<file path="config.mk">
export PLATFORM = sky130hd
export DESIGN_NAME = rms_reset_mode_select_latch
export DESIGN_NICKNAME = d
export VERILOG_FILES = /design/src/rtl/rms_pkg.sv /design/src/rtl/rms_reset_mode_select_latch.sv
export VERILOG_INCLUDE_DIRS = /design/src /design/src/rtl
export SDC_FILE = /design/constraint.sdc
export NUM_CORES = 1
export LEC_CHECK = 0
export ABC_AREA = 1
export BUFFER_PORTS_ARGS = -buffer_cell sky130_fd_sc_hd__buf_2
export CORE_MARGIN = 4
export CORE_UTILIZATION = 33
export CTS_CLUSTER_SIZE = 28
export DETAILED_ROUTE_END_ITERATION = 12
export PLACE_DENSITY = 0.78
export SLEW_MARGIN = 20
export SYNTH_ARGS = -nofsm -noshare
export SYNTH_HDL_FRONTEND = slang
export SYNTH_SLANG_ARGS = --single-unit
</file>
<file path="constraint.sdc">
create_clock -name clk -period 0.8 [get_ports clk]
set_clock_uncertainty 0.05 [all_clocks]
set_input_delay 0.08 -clock clk [delete_from_list [all_inputs] [get_ports clk]]
set_output_delay 0.08 -clock clk [all_outputs]
set_load 0.02 [all_outputs]
</file>
<file path="src/rtl/rms_regs.svh">
// constants for the reset mode select latch
// How it works
// - data0 high 16-bit boot port, low 8-bit
// - data11 low enables test mode
// - clock pin high loop oscillator, low external
// - breakpoint pin low enables background debug
// - data1/data2 pick chip selects or alternates
// - data3..7 low convert chip selects to address
// - data8/data9 low give ports E and F
`ifndef RMS_REGS_SVH
`define RMS_REGS_SVH
`define RMS_BIT_BOOT_WIDTH 0
`define RMS_BIT_CS012 1
`define RMS_BIT_CS345 2
`define RMS_BIT_ADDR_LO 3
`define RMS_BIT_ADDR_HI 7
`define RMS_BIT_PORT_E 8
`define RMS_BIT_PORT_F 9
`define RMS_BIT_TEST 11
`define RMS_ADDR_LINES 5
`define RMS_DATA_RESET 16'hFFFF
`endif

</file>
<file path="src/rtl/rms_pkg.sv">
// types for the reset mode select latch
package rms_pkg;
  typedef enum logic {RMS_CLK_EXTERNAL, RMS_CLK_LOOP} rms_clk_src_type;
  typedef enum logic {RMS_BOOT_8BIT, RMS_BOOT_16BIT} rms_boot_width_type;
endpackage : rms_pkg

</file>
<file path="src/rtl/rms_reset_mode_select_latch.sv">
// reset mode select latch: samples mode pins during reset, holds after
`timescale 1ns/1ps
`default_nettype none
`include "rms_regs.svh"
module rms_reset_mode_select_latch #(
  parameter int DATA_W = 16
) (
  input wire logic clk,
  input wire logic rstn,
  input wire logic [DATA_W-1:0] data_in,
  input wire logic clock_mode_pin,
  input wire logic breakpoint_pin,
  output var rms_pkg::rms_boot_width_type boot_chip_select_width,
  output logic cs012_are_chip_selects,
  output logic cs345_are_chip_selects,
  output logic [`RMS_ADDR_LINES-1:0] high_addr_enable,
  output logic port_e_general_io,
  output logic port_f_general_io,
  output logic test_mode_enable,
  output var rms_pkg::rms_clk_src_type clock_source,
  output logic background_debug_enable
);
  import rms_pkg::*;

  // ---------------------------------------------------------------
  // widths
  // ---------------------------------------------------------------
  localparam int ADDR_N = `RMS_ADDR_LINES;
  localparam int MODE_W = ADDR_N + 8;

  // ---------------------------------------------------------------
  // decoding helpers
  // ---------------------------------------------------------------
  // pulled low picks the alternate function
  function automatic logic sel_alt(input logic lvl);
    sel_alt = ~lvl;
  endfunction : sel_alt

  // ---------------------------------------------------------------
  // address range decode
  // ---------------------------------------------------------------
  logic [ADDR_N-1:0] addr_dec;

  // line 19+k is address when any of data(3+k)..data7 is low
  genvar g;
  generate
    for (g = 0; g < ADDR_N; g++) begin : g_addr
      assign addr_dec[g] = ~&data_in[`RMS_BIT_ADDR_HI:`RMS_BIT_ADDR_LO + g];
    end
  endgenerate

  // ---------------------------------------------------------------
  // mode latch: captured on every rising clock edge while rstn is low, held afterwards
  // ---------------------------------------------------------------
  rms_boot_width_type boot_q;
  rms_boot_width_type boot_d;
  logic cs012_q;
  logic cs012_d;
  logic cs345_q;
  logic cs345_d;
  logic [ADDR_N-1:0] addr_q;
  logic [ADDR_N-1:0] addr_d;
  logic port_e_q;
  logic port_e_d;
  logic port_f_q;
  logic port_f_d;
  logic test_q;
  logic test_d;
  rms_clk_src_type clk_src_q;
  rms_clk_src_type clk_src_d;
  logic debug_q;
  logic debug_d;
  logic [MODE_W-1:0] mode_all;

  always_comb begin
    boot_d = boot_q;
    cs012_d = cs012_q;
    cs345_d = cs345_q;
    addr_d = addr_q;
    port_e_d = port_e_q;
    port_f_d = port_f_q;
    test_d = test_q;
    clk_src_d = clk_src_q;
    debug_d = debug_q;
    if (!rstn) begin
      boot_d = data_in[`RMS_BIT_BOOT_WIDTH] ? RMS_BOOT_16BIT : RMS_BOOT_8BIT;
      cs012_d = data_in[`RMS_BIT_CS012];
      cs345_d = data_in[`RMS_BIT_CS345];
      addr_d = addr_dec;
      port_e_d = sel_alt(data_in[`RMS_BIT_PORT_E]);
      port_f_d = sel_alt(data_in[`RMS_BIT_PORT_F]);
      test_d = sel_alt(data_in[`RMS_BIT_TEST]);
      clk_src_d = clock_mode_pin ? RMS_CLK_LOOP : RMS_CLK_EXTERNAL;
      debug_d = sel_alt(breakpoint_pin);
    end
  end

  always_ff @(posedge clk) begin
    boot_q <= boot_d;
    cs012_q <= cs012_d;
    cs345_q <= cs345_d;
    addr_q <= addr_d;
    port_e_q <= port_e_d;
    port_f_q <= port_f_d;
    test_q <= test_d;
    clk_src_q <= clk_src_d;
    debug_q <= debug_d;
  end

  // ---------------------------------------------------------------
  // outputs straight from the latch
  // ---------------------------------------------------------------
  assign boot_chip_select_width = boot_q;
  assign cs012_are_chip_selects = cs012_q;
  assign cs345_are_chip_selects = cs345_q;
  assign high_addr_enable = addr_q;
  assign port_e_general_io = port_e_q;
  assign port_f_general_io = port_f_q;
  assign test_mode_enable = test_q;
  assign clock_source = clk_src_q;
  assign background_debug_enable = debug_q;
  assign mode_all = {boot_q, cs012_q, cs345_q, addr_q, port_e_q, port_f_q, test_q,
    clk_src_q, debug_q};

  // ---------------------------------------------------------------
  // checks: capture and hold
  // ---------------------------------------------------------------
  property p_hold;
    @(posedge clk) disable iff (!rstn)
      $past(rstn) |-> $stable(mode_all);
  endproperty
  a_hold: assert property (p_hold) else $error("mode latch changed after reset");

  property p_sample;
    @(posedge clk) !rstn |=> (clock_source == RMS_CLK_LOOP) == $past(clock_mode_pin)
      && background_debug_enable == !$past(breakpoint_pin);
  endproperty
  a_sample: assert property (p_sample) else $error("pins not sampled in reset");

  property p_boot;
    @(posedge clk) $rose(rstn) |->
      (boot_chip_select_width == RMS_BOOT_16BIT) == $past(data_in[`RMS_BIT_BOOT_WIDTH]);
  endproperty
  a_boot: assert property (p_boot) else $error("boot width wrong");

  property p_test;
    @(posedge clk) $rose(rstn) |->
      test_mode_enable == !$past(data_in[`RMS_BIT_TEST]);
  endproperty
  a_test: assert property (p_test) else $error("test mode wrong");

  property p_clk;
    @(posedge clk) $rose(rstn) |->
      (clock_source == RMS_CLK_LOOP) == $past(clock_mode_pin);
  endproperty
  a_clk: assert property (p_clk) else $error("clock source wrong");

  property p_bdm;
    @(posedge clk) $rose(rstn) |->
      background_debug_enable == !$past(breakpoint_pin);
  endproperty
  a_bdm: assert property (p_bdm) else $error("debug mode wrong");

  property p_cs012;
    @(posedge clk) $rose(rstn) |->
      cs012_are_chip_selects == $past(data_in[`RMS_BIT_CS012]);
  endproperty
  a_cs012: assert property (p_cs012) else $error("chip select 0-2 mode wrong");

  property p_cs345;
    @(posedge clk) $rose(rstn) |->
      cs345_are_chip_selects == $past(data_in[`RMS_BIT_CS345]);
  endproperty
  a_cs345: assert property (p_cs345) else $error("chip select 3-5 mode wrong");

  property p_port_e;
    @(posedge clk) $rose(rstn) |->
      port_e_general_io == !$past(data_in[`RMS_BIT_PORT_E]);
  endproperty
  a_port_e: assert property (p_port_e) else $error("port e mode wrong");

  property p_port_f;
    @(posedge clk) $rose(rstn) |->
      port_f_general_io == !$past(data_in[`RMS_BIT_PORT_F]);
  endproperty
  a_port_f: assert property (p_port_f) else $error("port f mode wrong");

  // ---------------------------------------------------------------
  // checks: address range
  // ---------------------------------------------------------------
  property p_addr_any;
    @(posedge clk) $rose(rstn) |->
      high_addr_enable[0] == ($past(data_in[`RMS_BIT_ADDR_HI:`RMS_BIT_ADDR_LO]) != '1);
  endproperty
  a_addr_any: assert property (p_addr_any) else $error("lowest address line wrong");

  property p_addr_top;
    @(posedge clk) $rose(rstn) |->
      high_addr_enable[ADDR_N-1] == !$past(data_in[`RMS_BIT_ADDR_HI]);
  endproperty
  a_addr_top: assert property (p_addr_top) else $error("top address line wrong");

  property p_addr_one;
    @(posedge clk) $rose(rstn) && $past(data_in[`RMS_BIT_ADDR_HI:`RMS_BIT_ADDR_LO]) ==
      {{(ADDR_N-1){1'b1}}, 1'b0} |-> high_addr_enable == {{(ADDR_N-1){1'b0}}, 1'b1};
  endproperty
  a_addr_one: assert property (p_addr_one) else $error("single address line wrong");

  property p_addr_mono;
    @(posedge clk) disable iff (!rstn)
      (high_addr_enable[ADDR_N-1:1] & ~high_addr_enable[ADDR_N-2:0]) == '0;
  endproperty
  a_addr_mono: assert property (p_addr_mono) else $error("address range has a gap");

  // ---------------------------------------------------------------
  // covers
  // ---------------------------------------------------------------
  c_test: cover property (@(posedge clk) $rose(rstn) && test_mode_enable);
  c_ext: cover property (@(posedge clk) $rose(rstn) && clock_source == RMS_CLK_EXTERNAL);
  c_full_addr: cover property (@(posedge clk) rstn && high_addr_enable == 5'h1F);
  c_8bit: cover property (@(posedge clk) rstn && boot_chip_select_width == RMS_BOOT_8BIT);
  c_bdm: cover property (@(posedge clk) $rose(rstn) && background_debug_enable);
endmodule : rms_reset_mode_select_latch
`default_nettype wire

</file>
# Word-level counts from Yosys, hierarchy flattened
# Cells that the tools add are included.
[totals]
register_bits = 13
in_bits = 20
out_inout_bits = 13
elab_cells = 24
[classes]
mux = 2
bitwise_logic = 4
reduce_logical = 9
[ops]
columns = ["operator", "n"]
rows = [
  ["logical NOT 1 bit", 5],
  ["AND reduction 5 bit", 1],
  ["inverter 1 bit", 4],
  ["AND reduction 4 bit", 1],
  ["AND reduction 3 bit", 1],
  ["2-to-1 mux 1 bit", 2],
  ["AND reduction 2 bit", 1],
]

# Longest topological paths before layout
# Gate-level depths: netlist of run 1.
[logic_depth]
ltp_word = 2
mapped_depth = 3
depth_no_buf = 3

# Worst setup path after synthesis of run 1
# No wires, ideal clock.
[synth_path]
kind = "input -> register"
startpoint = "input rstn"
endpoint = "register debug_q (netlist: background_debug_enable) (enable)"
setup_ns = 0.349
t_arrival_ns = 0.344
required_ns = 0.401
path_slack_ns = 0.057
cell_stages = 1
path_buffers = 0
path_cell_list = "inv_1"
[synth_lines]
columns = ["element", "line_no", "text"]
rows = [
  ["start, declared", "rms_reset_mode_select_latch.sv:9", "input wire logic rstn,"],
  ["end signal, assigned", "rms_reset_mode_select_latch.sv:107", "debug_q <= debug_d;"],
  ["end, declared", "rms_reset_mode_select_latch.sv:71", "logic debug_q;"],
]
# No word-level cell between the ends.

# Worst setup path after layout of run 1
[layout_path]
startpoint = "register addr_q[2] (netlist: high_addr_enable[2])"
endpoint = "output high_addr_enable[2]"
[layout_lines]
columns = ["element", "line_no", "text"]
rows = [
  ["start, declared", "rms_reset_mode_select_latch.sv:61", "logic [ADDR_N-1:0] addr_q;"],
  ["start signal, assigned", "rms_reset_mode_select_latch.sv:102", "addr_q <= addr_d;"],
  ["end, declared", "rms_reset_mode_select_latch.sv:16", "output logic [`RMS_ADDR_LINES-1:0] high_addr_enable,"],
]
# No word-level cell between the ends.

==> qor.yml, run 1 <==
outcome: "finished, violations left"
violations: "negative setup slack"
worst_pin_slew_ps: 118.0
post_dp_cell_area_um2: 629.4
io_pins: 33
leakagePower_nw: 0.3638
critPathLaunch: "high_addr_enable[2]"
cp_max_fo: 1
drtAntennaViolNets: 0
fillers: 111
grt_setup_unrepaired: "true"
seq_area_frac_synth: 0.8715
layout-drive-gt1-share: 0.5000
place_congestion: 0.6137
coreArea_um2: 1285
final_cell_mix: "buf_2, edfxtp_1, inv_1"
first_pass_iters: 2
period_share: 1.174
grt_pass1_wl_um: 1338
p_int_w: 0.001125
setup_slack_ps: -139.1
path_cells: "buf_2"
yosys_warnings: 0
clkSinkCount: 13
min_path_cells: 2
hold_path.class: "primary input to flip-flop"
cp_top_family: "flip-flops"
grt_util_met2: 0.1719
num_vias: 319
path_buf_inv: 1
synth_area_leader_cell: "edfxtp_1"
initial_core_util: 0.3486
synth_area_leaders: "edfxtp_1, inv_1, nand2_1"
maxSlewViolCount: 0
power_frac_seq: 0.567
min_period_ps: 939.1
nets: 89
setup_viol: 13
cts_max_path_buffers: 2
fin_area_um2: 773.2
path_class: "flip-flop to primary output"
slew_headroom: 0.9212
multi_input_area_um2: 23.77
synth.avg_cell_area_um2: 16.59
fmax_ghz: 1.065
drt_iter0_drc: 1
worst_path_max_delay_cell: "edfxtp_1"
grt_pass1_vias: 317
fp.dieW_um: 44.84
syn2layout_area_growth_pct: 72.63
antenna_found_initial: 0
yosysUniqueCellTypes: 5
critPathMaxStageDelay_ps: 380
synth_top_area_frac: 0.8715
overflow: 0
die_area_um2: 2011
p_comb_frac: 0.170
die_height_um: 44.84
antennaDiodeCount: 0
finalSetupTns_ps: -1536
synth_area_um2: 447.9
power_w: 0.001449
final_common_cell: "buf_2"
end_kind: "primary output"
cts_root_buf: "clkbuf_4"
dp_hpwl_um: 631
wl_um: 893
critPathArrivalTime_ps: 810
hp-start: "data_in[7]"
ctsHtreeMaxLevel: 1
p_sw_w: 0.0003239
vdd_ir_drop_max_mv: 0.9078
ys_ff_latch: 13
clock_power_share: 0.262
via_per_inst: 3.843
hold_end: "high_addr_enable[4]"
busiest_layer: "met2"
worstSetupStartpointType: "flip-flop"
synthCells: 27
rows: 13
finalHoldViolCount: 0
syn_nets: 47
clk_pin_slew_ps: 70
crit_required_ps: 670
use_met3: 0.01594
max-cap-violations: 0
cts_buffers: 3
cts_tree: "yes"
p_sw_frac: 0.2236
track_usage: 0.09975
portBuffers: 27
globalRouteMet1Util: 0.09561
drc_errors: 0
register_area_um2: 390.4
wl_per_cell_um: 10.76
powerDensity_nw_per_um2: 1874
grt_max_degree: 12
worst max path at each step:
stage / to / slack [ps] / cells after the start
3_3_place_gp: clock_source / 40 / 3
4_1_cts: clock_source / -160 / 1
3_5_place_dp: high_addr_enable[0] / 20 / 3
5_1_grt: high_addr_enable[2] / -210 / 1
2_1_floorplan: background_debug_enable / 60 / 1
6_report: high_addr_enable[2] / -140 / 1
cells by family after synthesis:
group,share of synthesized area
flops,0.8715
simple gates,0.05309
buf+inv,0.07541
power groups by stage:
| stage | Combinational (W) | Clock, W | Sequential, W |
|---|---|---|---|
| final | 0.000247 | 0.000380 | 0.000822 |
| after floorplan | 0.0000222 | 0 | 0.000902 |
| after detailed placement | 0.000192 | 0 | 0.000832 |
| after CTS | 0.000228 | 0.000400 | 0.000818 |
| after global placement | 0.000189 | 0 | 0.000828 |
| after global routing | 0.000263 | 0.000443 | 0.000826 |
sequential cells by signal, summed over array words and instances (netlist names):
signal                   count
port_e_general_io            1
clock_source                 1
cs345_are_chip_selects       1
test_mode_enable             1
background_debug_enable      1
boot_chip_select_width       1
port_f_general_io            1
high_addr_enable             5
cs012_are_chip_selects       1
per-stage QoR:
stage / hold WS, ps / std cells / utilization / setup slack (ps)
6_report: 17.08 / 83 / 0.6018 / -139.1
3_3_place_gp: 208.2 / 71 / 0.4898 / 43.46
4_1_cts: 3.697 / 83 / 0.5774 / -158.2
5_1_grt: 10.10 / 83 / 0.6018 / -211.3
2_1_floorplan: 128.9 / 27 / - / 56.71
3_5_place_dp: 209.2 / 71 / 0.4898 / 24.92
repair_timing:
item,in CTS,in global routing
setup buffers,0,0
gates resized for setup,2,10
endpoints found under the setup margin,13,13
endpoints found under the hold margin,8,0
hold buffers,8,0
layout make-up:
cell class,instances,share of cell area
Multi-Input combinational cell,5,0.03074
Sequential cell,13,0.5049
Timing Repair Buffer,37,0.3625
Clock buffer,4,0.03398
Tap cell,15,0.02427
Inverter,9,0.04369
synthesized netlist by cell type, drive strengths merged:
library cell / count
nor2: 1
nand2: 4
inv: 9
edfxtp: 13
layer usage:
metal	share of wire	routed length, um
met4	0.026	23
met1	0.33	294
met2	0.55	494
met3	0.090	80
met5	0	0
No activity file was read; power rests on OpenSTA's default activity.
==> run 2: changes to the inputs <==
==> constraint.sdc (replaced) <==
create_clock -name clk -period 0.8 [get_ports clk]
set_clock_uncertainty 0.05 [all_clocks]
set_input_delay 0.16 -clock clk [delete_from_list [all_inputs] [get_ports clk]]
set_output_delay 0.16 -clock clk [all_outputs]
set_load 0.02 [all_outputs]
==> qor.yml, run 2 (synthesis results as in run 1) <==
outcome: "finished, violations left"
violations: "negative setup slack"
dp_hpwl_um: 632.7
grt_setup_unrepaired: "true"
antenna_found_initial: 0
path_class: "flip-flop to primary output"
max-cap-violations: 0
path_cells: "buf_2"
period_share: 1.274
initial_core_util: 0.3486
largest_reg_flops: 5
worst_pin_slew_ps: 262.3
cts_tree: "yes"
end_kind: "primary output"
cts_max_path_buffers: 2
cp_top_family: "flip-flops"
setup_viol: 13
portBuffers: 27
grt_pass1_vias: 281
crit_required_ps: 590
ctsHtreeMaxLevel: 1
cts_buffers: 3
min_period_ps: 1019
drtAntennaViolNets: 0
post_dp_cell_area_um2: 605.6
fin_area_um2: 669.4
overflow: 0
fp.dieW_um: 44.84
worst_path_max_delay_cell: "edfxtp_1"
path_buf_inv: 1
vdd_ir_drop_max_mv: 0.8859
fillers: 114
critPathMaxStageDelay_ps: 370
slew_headroom: 0.8248
min_path_cells: 1
maxSlewViolCount: 0
antennaDiodeCount: 0
clk_pin_slew_ps: 70
syn2layout_area_growth_pct: 49.44
dp_slack_ps: -90.71
wl_per_cell_um: 11.26
coreArea_um2: 1285
grt_max_degree: 14
cts_root_buf: "clkbuf_4"
drt_iter0_drc: 0
crit_cells: 1
finalSetupTns_ps: -2579
cp_max_fo: 1
track_usage: 0.08361
hold_path.class: "primary input to flip-flop"
place_congestion: 0.6053
clkSinkCount: 13
powerDensity_nw_per_um2: 2101
final_cell_mix: "buf_2, edfxtp_1, inv_1"
first_pass_iters: 1
wl_um: 822
via_per_inst: 4.082
critPathArrivalTime_ps: 810
grt_pass1_wl_um: 1138
num_vias: 298
fmax_ghz: 0.9814
die_area_um2: 2011
layout-drive-gt1-share: 0.5690
dp.cells: 69
die_height_um: 44.84
io_pins: 33
drc_errors: 0
power_w: 0.001406
rows: 13
nets: 79
finalHoldViolCount: 0
ctsHoldBuffers: 0
final_common_cell: "buf_2"
worstSetupStartpointType: "flip-flop"
leakagePower_nw: 0.3110
setup_slack_ps: -219.0
stdcell_count: 73
run 2: cell types whose count changed in the layout (fill, tap and decap cells not counted), sizes merged:
cell | previous run | this run
dlygate4sd3 | 8 | 0
buf | 29 | 27
clkinvlp | 0 | 1
inv | 9 | 8
run 2: final cells by class:
type / instances / area [um2] / area share
clock buffer: 4 / 26.28 / 0.03925
tap: 15 / 18.77 / 0.02804
timing repair buffer: 27 / 172.7 / 0.2579
multi-input combinational: 5 / 23.77 / 0.03551
inverter: 9 / 37.54 / 0.05607
sequential: 13 / 390.4 / 0.5832
run 2: power by group:
group	internal, W	switching (W)	total [W]
logic	0.0000885	0.000116	0.000204
clock network	0.000192	0.000188	0.000380
registers	0.000806	0.0000160	0.000822
run 2: timing repair:
action | in CTS | in global routing
gates cloned | 0 | 0
setup buffers | 0 | 0
resized for setup | 2 | 10
setup endpoints to repair | 13 | 13
run 2: through the flow:
step | hold slack, ps | util
after global routing | 10.85 | 0.5209
after global placement | 295.7 | 0.4713
after detailed placement | 298.7 | 0.4713
final | 26.55 | 0.5209
after floorplan | 208.9 | -
after CTS | 21.51 | 0.4966
run 2: final timing paths:
path                                start  slack, ps                      to
worst max-delay path  high_addr_enable[2]       -220     high_addr_enable[2]
worst min-delay path           data_in[0]         30  boot_chip_select_width
run 2: per-layer routing:
metal,track usage,share of wire
met3,0.05578,0.15
met1,0.08205,0.32
met4,0.01754,0
met5,0,0
met2,0.1461,0.52
==> run 3: changes to the inputs <==
Settings changed: RECOVER_POWER set to 100.
==> qor.yml, run 3 (synthesis results as in run 1) <==
die_height_um: 44.84
clkSinkCount: 13
initial_core_util: 0.3486
powerDensity_nw_per_um2: 2117
max-cap-violations: 0
cts_setup_buffers: 0
leakagePower_nw: 0.3054
grt_setup_unrepaired: "true"
period_share: 1.273
hold_path.class: "primary input to flip-flop"
overflow: 0
cp_max_fo: 1
portBuffers: 27
outcome: "finished, violations left"
wl_per_cell_um: 11.38
final_common_cell: "buf_2"
fillers: 118
setup_slack_ps: -218.3
clk_pin_slew_ps: 70
die_area_um2: 2011
grt_max_degree: 14
critPathMaxStageDelay_ps: 370
vdd_ir_drop_max_mv: 0.8778
via_per_inst: 4.082
setup_viol: 13
drtAntennaViolNets: 0
critPathArrivalTime_ps: 810
dp_slack_ps: -90.71
drc_errors: 0
cts_tree: "yes"
fp.dieW_um: 44.84
post_dp_cell_area_um2: 605.6
hp-start: "data_in[0]"
worst_path_max_delay_cell: "edfxtp_1"
slew_headroom: 0.8249
path_buf_inv: 1
hold_end: "boot_chip_select_width"
track_usage: 0.08361
antenna_found_initial: 0
worst_pin_slew_ps: 262.1
cts_max_path_buffers: 2
cts_buffers: 3
syn2layout_area_growth_pct: 47.77
grt_pass1_vias: 281
nets: 79
ctsHoldBuffers: 0
cp_top_family: "flip-flops"
min_period_ps: 1018
io_pins: 33
dp_hpwl_um: 632.7
finalHoldViolCount: 0
rows: 13
path_class: "flip-flop to primary output"
maxSlewViolCount: 0
grt_pass1_wl_um: 1138
critPathLaunch: "high_addr_enable[2]"
cts_root_buf: "clkbuf_4"
ctsHtreeMaxLevel: 1
crit_required_ps: 590
largest_reg_flops: 5
min_path_cells: 1
final_cell_mix: "buf_2, edfxtp_1, inv_1"
layout-drive-gt1-share: 0.5000
drt_iter0_drc: 0
antennaDiodeCount: 0
violations: "negative setup slack"
coreArea_um2: 1285
place_congestion: 0.6053
num_vias: 298
fmax_ghz: 0.9821
fin_area_um2: 661.9
path_cells: "buf_2"
wl_um: 831
end_kind: "primary output"
first_pass_iters: 1
worstSetupStartpointType: "flip-flop"
## run 3: cell types whose count changed in the layout (fill, tap and decap cells not counted), sizes merged
| cell | previous run | this run |
|---|---|---|
| clkbuf | 4 | 6 |
| buf | 27 | 25 |
## run 3: where the power goes
group          switching (W)  internal, W
clock network       0.000187     0.000192
logic               0.000114    0.0000861
registers          0.0000160     0.000806
## run 3: metal layers
| layer | part of all wire | wire length (um) | vias up | GRT usage |
|---|---|---|---|---|
| li1 | - | - | 148 | - |
| met1 | 0.32 | 267 | 130 | 0.08205 |
| met2 | 0.52 | 430 | 20 | 0.1461 |
| met3 | 0.16 | 133 | 0 | 0.05578 |
| met4 | 0 | 0 | 0 | 0.01754 |
| met5 | 0 | 0 | - | 0 |
## run 3: worst max path at each step
stage / to / cells past startpoint / slack [ps]
after floorplan: background_debug_enable / 1 / 110
after global placement: boot_chip_select_width / 2 / -60
after detailed placement: port_e_general_io / 2 / -90
after CTS: high_addr_enable[0] / 1 / -230
after global routing: high_addr_enable[0] / 1 / -270
final: high_addr_enable[2] / 1 / -220
## run 3: layout make-up
cell class / count / area, um2 / area share
repair buffers: 27 / 170.2 / 0.2571
flip-flops and latches: 13 / 390.4 / 0.5898
clock buffers: 4 / 26.28 / 0.03970
multi-input cells: 5 / 18.77 / 0.02836
inverters: 9 / 37.54 / 0.05671
well taps: 15 / 18.77 / 0.02836
## run 3: timing repair
item	4_1_cts	5_1_grt
gates cloned	0	0
gates resized for setup	2	10
setup endpoints to repair	13	13
## run 3: stage by stage
stage	utilization	cells	setup TNS [ps]	hold WS (ps)	total power, W
2_1_floorplan	-	27	0	208.9	0.0009250
3_3_place_gp	0.4713	69	-796.9	295.7	0.001006
3_5_place_dp	0.4713	69	-1215	298.7	0.001013
4_1_cts	0.4966	73	-2727	21.51	0.001403
5_1_grt	0.5151	73	-3100	10.85	0.001478
6_report	0.5151	73	-2575	26.55	0.001401
